$ cat src/rtl/pcsr_defines.svh
/*
  Register offsets, field positions, reset values and timing counts
  of the transceiver control and status register bank.
  Assumes inclusion by bare name from the package and design modules.
*/
`ifndef PCSR_DEFINES_SVH
`define PCSR_DEFINES_SVH

// ----------------------------------------------------------------
// Register byte offsets
// ----------------------------------------------------------------
`define PCSR_OFF_CONTROL 8'hB4
`define PCSR_OFF_STATUS 8'hB8
`define PCSR_OFF_IDENT_HIGH 8'hBC
`define PCSR_OFF_IDENT_LOW 8'hC0
`define PCSR_OFF_IRQ_STATUS 8'hE0
`define PCSR_OFF_IRQ_MASK 8'hE4

// ----------------------------------------------------------------
// Control field positions
// ----------------------------------------------------------------
`define PCSR_CTL_SOFT_RESET 15
`define PCSR_CTL_LOOPBACK 14
`define PCSR_CTL_SPEED 13
`define PCSR_CTL_AN_ENABLE 12
`define PCSR_CTL_POWER_DOWN 11
`define PCSR_CTL_AN_RESTART 9
`define PCSR_CTL_DUPLEX 8
`define PCSR_CTL_COL_TEST 7

// ----------------------------------------------------------------
// Status field positions
// ----------------------------------------------------------------
`define PCSR_STS_T4_ABLE 15
`define PCSR_STS_FAST_FD 14
`define PCSR_STS_FAST_HD 13
`define PCSR_STS_SLOW_FD 12
`define PCSR_STS_SLOW_HD 11
`define PCSR_STS_AN_DONE 5
`define PCSR_STS_REMOTE_FAULT 4
`define PCSR_STS_AN_ABLE 3
`define PCSR_STS_LINK 2
`define PCSR_STS_JABBER 1
`define PCSR_STS_EXT_ABLE 0

// ----------------------------------------------------------------
// Reset values and writable masks
// ----------------------------------------------------------------
`define PCSR_CTL_RESET 16'h3000
`define PCSR_CTL_WMASK 16'hFB80
`define PCSR_IRQ_WIDTH 4
`define PCSR_IRQ_MASK_RESET 4'h0

// ----------------------------------------------------------------
// Interrupt status bit positions
// ----------------------------------------------------------------
`define PCSR_IRQ_AN_DONE 0
`define PCSR_IRQ_REMOTE_FAULT 1
`define PCSR_IRQ_LINK_FAIL 2
`define PCSR_IRQ_JABBER 3

// ----------------------------------------------------------------
// Timing
// ----------------------------------------------------------------
`define PCSR_CLK_MHZ 125
`define PCSR_XCVR_RESET_NS 1000
`define PCSR_XCVR_RESET_CYCLES ((`PCSR_XCVR_RESET_NS * `PCSR_CLK_MHZ + 999) / 1000)

`endif

$ cat src/rtl/pcsr_pkg.sv
/*
  Types shared by the transceiver register bank.
  Assumes pcsr_defines.svh on the include path.
*/
`include "pcsr_defines.svh"

package pcsr_pkg;

  typedef struct packed {
    logic [7:0] paddr;
    logic psel;
    logic penable;
    logic pwrite;
    logic [31:0] pwdata;
  } pcsr_apb_req_t;

  typedef struct packed {
    logic [31:0] prdata;
    logic pready;
    logic pslverr;
  } pcsr_apb_rsp_t;

  // Controls presented to the transceiver datapath
  typedef struct packed {
    logic softReset;
    logic loopbackSel;
    logic speed100;
    logic autonegEnable;
    logic powerDown;
    logic autonegRestart;
    logic fullDuplex;
    logic collisionTestEn;
  } pcsr_xcvr_ctl_t;

  // Raw conditions reported by the transceiver datapath
  typedef struct packed {
    logic resetDone;
    logic autonegRestarted;
    logic autonegDone;
    logic remoteFault;
    logic linkUp;
    logic jabber;
  } pcsr_xcvr_sts_t;

endpackage

$ cat src/rtl/pcsr_reset_pulse.sv
/*
  Stretches the transceiver soft reset so it lasts a minimum time.
  Assumes one clock; start is a one-cycle pulse.
*/
module pcsr_reset_pulse #(
  parameter int unsigned MIN_CYCLES = 125
)
(
  input wire logic clk,
  input wire logic reset,
  input wire logic start,
  output logic busy
);

  logic [15:0] count_r;

  // ----------------------------------------------------------------
  // Minimum hold counter
  // ----------------------------------------------------------------
  always_ff @(posedge clk or posedge reset)
  begin
    if (reset)
    begin
      count_r <= 16'h0000;
    end
    else if (start)
    begin
      count_r <= 16'(MIN_CYCLES);
    end
    else if (count_r != 16'h0000)
    begin
      count_r <= count_r - 16'h0001;
    end
  end

  assign busy = (count_r != 16'h0000);

endmodule

$ cat src/rtl/pcsr_top.sv
/*
  Control, status and identifier registers of an integrated Ethernet
  transceiver, reached over APB with 32-bit words; upper halves read 0.
  Assumes the transceiver datapath drives xcvrSts synchronous to clk.
*/
// The APB register port is this design's own decision.
`include "pcsr_defines.svh"

module pcsr_top #(
  // Arbitrary identifier values
  parameter logic [15:0] OUI_PART_ONE = 16'h0A5A,
  parameter logic [5:0] OUI_PART_TWO = 6'h15,
  parameter logic [5:0] MODEL_NUMBER = 6'h2A,
  parameter logic [3:0] REVISION_NUMBER = 4'h3,
  parameter int unsigned XCVR_RESET_CYCLES = `PCSR_XCVR_RESET_CYCLES
)
(
  input wire logic clk,
  input wire logic reset,
  input wire pcsr_pkg::pcsr_apb_req_t apbReq,
  output pcsr_pkg::pcsr_apb_rsp_t apbRsp,
  output pcsr_pkg::pcsr_xcvr_ctl_t xcvrCtl,
  input wire pcsr_pkg::pcsr_xcvr_sts_t xcvrSts,
  output logic irq
);
  import pcsr_pkg::*;

  function automatic logic [31:0] widen(input logic [15:0] half);
    widen = {16'h0000, half};
  endfunction

  logic [15:0] control_r;
  logic remoteFault_r;
  logic linkLatched_r;
  logic jabber_r;
  logic [`PCSR_IRQ_WIDTH-1:0] irqStatus_r;
  logic [`PCSR_IRQ_WIDTH-1:0] irqMask_r;
  logic [31:0] rdata_r;
  logic resetStart_r;
  logic resetBusy;
  logic resetSeen_r;
  logic autonegDonePrev_r;
  logic linkPrev_r;
  logic access;
  logic wrAccess;
  logic rdAccess;
  logic statusRead;
  logic ctlWrite;
  logic mapped;
  logic [15:0] statusWord;
  logic [15:0] identLow;
  logic [`PCSR_IRQ_WIDTH-1:0] irqEvents;

  // ----------------------------------------------------------------
  // APB decode
  // ----------------------------------------------------------------
  assign access = apbReq.psel && apbReq.penable;
  assign wrAccess = access && apbReq.pwrite;
  assign rdAccess = access && !apbReq.pwrite;
  assign ctlWrite = wrAccess && (apbReq.paddr == `PCSR_OFF_CONTROL);
  assign statusRead = rdAccess && (apbReq.paddr == `PCSR_OFF_STATUS);

  always_comb
  begin
    unique case (apbReq.paddr)
      `PCSR_OFF_CONTROL,
      `PCSR_OFF_STATUS,
      `PCSR_OFF_IDENT_HIGH,
      `PCSR_OFF_IDENT_LOW,
      `PCSR_OFF_IRQ_STATUS,
      `PCSR_OFF_IRQ_MASK: mapped = 1'b1;
      default: mapped = 1'b0;
    endcase
  end

  assign apbRsp.pready = 1'b1;
  assign apbRsp.pslverr = access && !mapped;
  assign apbRsp.prdata = rdata_r;

  // ----------------------------------------------------------------
  // Transceiver reset stretcher
  // ----------------------------------------------------------------
  pcsr_reset_pulse #(
    .MIN_CYCLES(XCVR_RESET_CYCLES)
  ) u_reset_pulse (
    .clk(clk),
    .reset(reset),
    .start(resetStart_r),
    .busy(resetBusy)
  );

  // ----------------------------------------------------------------
  // Control register
  // ----------------------------------------------------------------
  always_ff @(posedge clk or posedge reset)
  begin
    if (reset)
    begin
      control_r <= `PCSR_CTL_RESET;
      resetStart_r <= 1'b0;
      resetSeen_r <= 1'b0;
    end
    else
    begin
      resetStart_r <= 1'b0;
      if (ctlWrite)
      begin
        control_r <= apbReq.pwdata[15:0] & `PCSR_CTL_WMASK;
        resetStart_r <= apbReq.pwdata[`PCSR_CTL_SOFT_RESET];
        resetSeen_r <= 1'b0;
      end
      else
      begin
        if (xcvrSts.resetDone)
        begin
          resetSeen_r <= 1'b1;
        end
        if (control_r[`PCSR_CTL_SOFT_RESET] && !resetStart_r && !resetBusy
            && (resetSeen_r || xcvrSts.resetDone))
        begin
          control_r[`PCSR_CTL_SOFT_RESET] <= 1'b0;
        end
        if (control_r[`PCSR_CTL_AN_RESTART] && xcvrSts.autonegRestarted)
        begin
          control_r[`PCSR_CTL_AN_RESTART] <= 1'b0;
        end
      end
    end
  end

  // ----------------------------------------------------------------
  // Controls to the transceiver
  // ----------------------------------------------------------------
  always_comb
  begin
    xcvrCtl.softReset = control_r[`PCSR_CTL_SOFT_RESET] || resetBusy;
    xcvrCtl.loopbackSel = control_r[`PCSR_CTL_LOOPBACK];
    xcvrCtl.speed100 = control_r[`PCSR_CTL_SPEED] && !control_r[`PCSR_CTL_AN_ENABLE];
    xcvrCtl.autonegEnable = control_r[`PCSR_CTL_AN_ENABLE];
    xcvrCtl.powerDown = control_r[`PCSR_CTL_POWER_DOWN];
    xcvrCtl.autonegRestart = control_r[`PCSR_CTL_AN_RESTART];
    xcvrCtl.fullDuplex = control_r[`PCSR_CTL_DUPLEX] && !control_r[`PCSR_CTL_AN_ENABLE];
    xcvrCtl.collisionTestEn = control_r[`PCSR_CTL_COL_TEST];
  end

  // ----------------------------------------------------------------
  // Latched status bits
  // ----------------------------------------------------------------
  always_ff @(posedge clk or posedge reset)
  begin
    if (reset)
    begin
      remoteFault_r <= 1'b0;
      linkLatched_r <= 1'b0;
      jabber_r <= 1'b0;
    end
    else
    begin
      if (xcvrSts.remoteFault)
      begin
        remoteFault_r <= 1'b1;
      end
      else if (statusRead)
      begin
        remoteFault_r <= 1'b0;
      end
      if (!xcvrSts.linkUp)
      begin
        linkLatched_r <= 1'b0;
      end
      else if (statusRead)
      begin
        linkLatched_r <= 1'b1;
      end
      if (xcvrSts.jabber && !xcvrCtl.speed100)
      begin
        jabber_r <= 1'b1;
      end
      else if (statusRead)
      begin
        jabber_r <= 1'b0;
      end
    end
  end

  // ----------------------------------------------------------------
  // Status word
  // ----------------------------------------------------------------
  always_comb
  begin
    statusWord = 16'h0000;
    statusWord[`PCSR_STS_T4_ABLE] = 1'b0;
    statusWord[`PCSR_STS_FAST_FD] = 1'b1;
    statusWord[`PCSR_STS_FAST_HD] = 1'b1;
    statusWord[`PCSR_STS_SLOW_FD] = 1'b1;
    statusWord[`PCSR_STS_SLOW_HD] = 1'b1;
    statusWord[`PCSR_STS_AN_DONE] = xcvrSts.autonegDone;
    statusWord[`PCSR_STS_REMOTE_FAULT] = remoteFault_r;
    statusWord[`PCSR_STS_AN_ABLE] = 1'b1;
    statusWord[`PCSR_STS_EXT_ABLE] = 1'b1;
    statusWord[`PCSR_STS_LINK] = linkLatched_r;
    statusWord[`PCSR_STS_JABBER] = jabber_r;
  end

  assign identLow = {OUI_PART_TWO, MODEL_NUMBER, REVISION_NUMBER};

  // ----------------------------------------------------------------
  // Read data
  // ----------------------------------------------------------------
  always_ff @(posedge clk or posedge reset)
  begin
    if (reset)
    begin
      rdata_r <= 32'h00000000;
    end
    else if (apbReq.psel && !apbReq.penable && !apbReq.pwrite)
    begin
      unique case (apbReq.paddr)
        `PCSR_OFF_CONTROL: rdata_r <= widen(control_r);
        `PCSR_OFF_STATUS: rdata_r <= widen(statusWord);
        `PCSR_OFF_IDENT_HIGH: rdata_r <= widen(OUI_PART_ONE);
        `PCSR_OFF_IDENT_LOW: rdata_r <= widen(identLow);
        `PCSR_OFF_IRQ_STATUS: rdata_r <= {28'h0000000, irqStatus_r};
        `PCSR_OFF_IRQ_MASK: rdata_r <= {28'h0000000, irqMask_r};
        default: rdata_r <= 32'h00000000;
      endcase
    end
  end

  // ----------------------------------------------------------------
  // Interrupts
  // ----------------------------------------------------------------
  always_ff @(posedge clk or posedge reset)
  begin
    if (reset)
    begin
      autonegDonePrev_r <= 1'b0;
      linkPrev_r <= 1'b0;
    end
    else
    begin
      autonegDonePrev_r <= xcvrSts.autonegDone;
      linkPrev_r <= xcvrSts.linkUp;
    end
  end

  always_comb
  begin
    irqEvents = '0;
    irqEvents[`PCSR_IRQ_AN_DONE] = xcvrSts.autonegDone && !autonegDonePrev_r;
    irqEvents[`PCSR_IRQ_REMOTE_FAULT] = xcvrSts.remoteFault && !remoteFault_r;
    irqEvents[`PCSR_IRQ_LINK_FAIL] = !xcvrSts.linkUp && linkPrev_r;
    irqEvents[`PCSR_IRQ_JABBER] = xcvrSts.jabber && !xcvrCtl.speed100 && !jabber_r;
  end

  always_ff @(posedge clk or posedge reset)
  begin
    if (reset)
    begin
      irqStatus_r <= '0;
      irqMask_r <= `PCSR_IRQ_MASK_RESET;
    end
    else
    begin
      if (wrAccess && (apbReq.paddr == `PCSR_OFF_IRQ_MASK))
      begin
        irqMask_r <= apbReq.pwdata[`PCSR_IRQ_WIDTH-1:0];
      end
      if (wrAccess && (apbReq.paddr == `PCSR_OFF_IRQ_STATUS))
      begin
        irqStatus_r <= (irqStatus_r & ~apbReq.pwdata[`PCSR_IRQ_WIDTH-1:0]) | irqEvents;
      end
      else
      begin
        irqStatus_r <= irqStatus_r | irqEvents;
      end
    end
  end

  assign irq = |(irqStatus_r & irqMask_r);

endmodule

$ cat config.mk
export PLATFORM = sky130hd
export DESIGN_NAME = pcsr_top
export DESIGN_NICKNAME = d
export VERILOG_FILES = /design/src/rtl/pcsr_pkg.sv /design/src/rtl/pcsr_reset_pulse.sv /design/src/rtl/pcsr_top.sv
export VERILOG_INCLUDE_DIRS = /design/src /design/src/rtl
export SDC_FILE = /design/constraint.sdc
export NUM_CORES = 1
export LEC_CHECK = 0
export BUFFER_PORTS_ARGS = -buffer_cell sky130_fd_sc_hd__clkbuf_2
export CORE_AREA = 8 8 112 114
export DETAILED_ROUTE_END_ITERATION = 10
export DIE_AREA = 0 0 120 122
export GPL_TIMING_DRIVEN = 0
export PLACE_DENSITY_LB_ADDON = 0.15
export SLEW_MARGIN = 20
export SYNTH_ARGS = -nofsm -noshare
export SYNTH_HDL_FRONTEND = slang
export SYNTH_SLANG_ARGS = --single-unit
$ cat constraint.sdc
create_clock -name clk -period 6.1 [get_ports clk]
set_input_delay 1.22 -clock clk [delete_from_list [all_inputs] [get_ports clk]]
set_output_delay 1.22 -clock clk [all_outputs]
set_load 0.05 [all_outputs]
==> results.txt <==
outcome: completed
Routed Wire Length: 7590 um
share of post-route cells with drive strength above 1: 25.3%
largest net degree at the start of global routing: 41
# H-tree levels: 2
number of top-level pins: 94
critical path startpoint category: primary input
clock share of power: 22.6%
total core area: 10700 um2
Max Clk Rate: 252 MHz
wire per inst: 14.9 um
CP arrival: 2.75 ns
critical path peak fanout: 10
CTS tree: done
switching power: 0.374 mW
final hold viol count: 0
drt via density: 4.55
antenna viol nets, final: 0
hold buffer count at cts: 0
number of global-route vias before repair: 2436
sequential share of power: 47.6%
Via Count: 2325
gr ovfl total: 0
Setup CP Type: primary input to output port
Synth Instances: 293
Global Route Usage Sum: 10.6%
IO buf count: 55
Die W: 120 um
Slew Limit Fails: 0
clock skew: 0.0113 ns
post-CTS sizing: 0
RePlAce Congestion: 0.794
number of cell rows: 38
ANT cells: 0
Post-CTS Setup Bufs: 0
switching share of power: 36.0%
grt peak-use layer: met2
Max Cap Viol: 0
CTS Buffer Depth: 2
Pwr per Cell Area: 298 nW/um2
CP required: 4.88 ns
Setup TNS: 0 ns
Worst Hold Class: register to register
post-layout minimum cycle time: 3.97 ns
global-route wire length before repair: 12600 um
Logic pwr share: 29.8%
clock sink count: 55
final setup vio count: 0
P&R area growth vs syn: 22.2%
Post-synth EDFFs: 0
Clk pin slew, worst setup/hold paths: 0.10 ns
Synth Flop Type: dfrtp_1
met1 GRT Util: 12.6%
post-DP HPWL: 5880 um
nets@finish: 423
R2R Setup Slk: 3.94 ns
Post-Syn Area per Cell: 9.73 um2
die area: 14600 um2
worst skew pair latency: 0.30 ns
drt initial violations: 46
met3 Use GR: 3.15%
unrepaired setup endpoints after global routing: no
DRT Pass-1 Iters: 7
Least-Margin Pin Slew: 0.943 ns
Worst slew margin: 36.6%
sequential area share after synthesis: 48.4%
flops & latches, synth: 55
Layout fillers: 1187
GR Layer Usage met2: 18.4%
Pleak: 1.66 nW
CP endpoint kind: output port
worst hold slack: 0.484 ns
peak supply drop: 0.128 mV
Initial Util: 26.6%
Internal: 0.665 mW
height of the die: 122 um
Synth Cell Area: 2850 um2
fin crit share: 65.1%
root buffer cell: clkbuf_8
post-synthesis async set-or-reset flop share: 100%
DRC: 0
synth warn: 0
Netlist cell types: 50
initial antenna violation count: 0
CTS buffer count: 5
per-stage QoR:
step | area (um2) | total power, mW | cells | utilization [%] | setup slack (ns)
final | 3480 | 1.04 | 511 | 32.5 | 2.13
after global routing | 3480 | 1.11 | 511 | 32.5 | 2.01
after CTS | 3480 | 1.05 | 511 | 32.5 | 2.13
after detailed placement | 3380 | 0.813 | 504 | 31.6 | 2.13
after global placement | 3360 | 0.807 | 503 | 31.4 | 2.11
after floorplan | 2910 | 0.733 | 308 | - | 2.32
kinds of logic after synthesis:
family	synth area share (%)
AO/OA/AOI/OAI	12.9
XOR/XNOR	0.307
adder cells (fa/ha/maj)	0.439
buffers and inverters	9.09
flip-flops	48.4
multiplexers	5.93
other	0.263
AND/OR/NAND/NOR	22.7
area by class of cell:
class | instances | area, um2 | area share [%]
timing repair buffer | 56 | 295 | 8.48
sequential | 55 | 1380 | 39.6
multi-input combinational | 208 | 1270 | 36.4
clock inverter | 1 | 30.0 | 0.862
clock buffer | 6 | 72.6 | 2.08
buffer | 31 | 206 | 5.93
inverter | 14 | 55.1 | 1.58
tap | 140 | 175 | 5.03
routing by layer:
| metal | vias up | routed length, um |
|---|---|---|
| li1 | 1155 | - |
| met1 | 1110 | 3330 |
| met2 | 56 | 3790 |
| met3 | 4 | 434 |
| met4 | 0 | 48 |
| met5 | - | 0 |
synth_stat cells (3+ instances only):
cell      count  area share [%]
a21o_1        3            0.79
a22o_1        4             1.2
nand3_1      14             2.5
dfrtp_1      53              47
nor2b_1       5             1.1
nor2_1       22             2.9
or3b_1        4             1.2
buf_4        22             5.8
clkbuf_1      8             1.1
or4_1         4             1.1
nand2_1      32             4.2
or3_1         8             1.8
mux2_1       15             5.9
nor4_1        6             1.3
inv_1        13             1.7
o21ai_0       7             1.2
nor3_1        4            0.70
o21ai_1       7             1.2
a21oi_1      19             3.3
o41ai_1       3            0.92
critical path, stage by stage:
cell and delay [ns]:
clkbuf_1 0.34, clkbuf_1 0.42, nor2_1 0.09, nor3_1 0.17
a2bb2oi_1 0.21, nor2_1 0.06, clkbuf_2 0.24
worst paths after layout:
| kind | startpoint | end | depth (start not counted) |
|---|---|---|---|
| max in group asynchronous | reset | control_r[12] | 3 |
| min | jabber_r | irqStatus_r[3] | 1 |
| max | apbReq[37] | apbRsp[0] | 7 |
| min in group asynchronous | reset | irqMask_r[0] | 2 |
| max reg2reg | u_reset_pulse.count_r[0] | control_r[15] | 6 |
| min reg2reg | jabber_r | irqStatus_r[3] | 1 |
sequential cells by signal, summed over array words and instances, names as in the netlist:
register and count:
irqStatus_r 4, linkPrev_r 1, resetStart_r 1, linkLatched_r 1
autonegDonePrev_r 1, remoteFault_r 1, jabber_r 1, u_reset_pulse.count_r 16
control_r 8, resetSeen_r 1, rdata_r 16, irqMask_r 4
cell usage in the layout, fill, tap and decap left out, types with 3 or more instances in the layout:
master / Yosys / layout
clkbuf_2: 0 / 55
dfrtp_1: 53 / 53
nand2_1: 32 / 32
nor2_1: 22 / 22
buf_4: 22 / 22
a21oi_1: 19 / 19
conb_1: 2 / 17
mux2_1: 15 / 15
nand3_1: 14 / 14
inv_1: 13 / 12
clkbuf_1: 8 / 9
or3_1: 8 / 8
o21ai_1: 7 / 7
o21ai_0: 7 / 7
nor4_1: 6 / 6
nor2b_1: 5 / 5
clkbuf_8: 0 / 5
or3b_1: 4 / 4
nor3_1: 4 / 4
a22o_1: 4 / 4
or4_1: 4 / 4
o41ai_1: 3 / 3
a21o_1: 3 / 3
power by group through the flow:
| stage | Combinational (mW) | Clock, mW | Sequential, mW |
|---|---|---|---|
| 6_report | 0.310 | 0.235 | 0.494 |
| 5_1_grt | 0.344 | 0.258 | 0.507 |
| 3_5_place_dp | 0.312 | 0 | 0.501 |
| 3_3_place_gp | 0.306 | 0 | 0.500 |
| 4_1_cts | 0.313 | 0.247 | 0.494 |
| 2_1_floorplan | 0.218 | 0 | 0.515 |
Power figures use the tool's default switching activity.
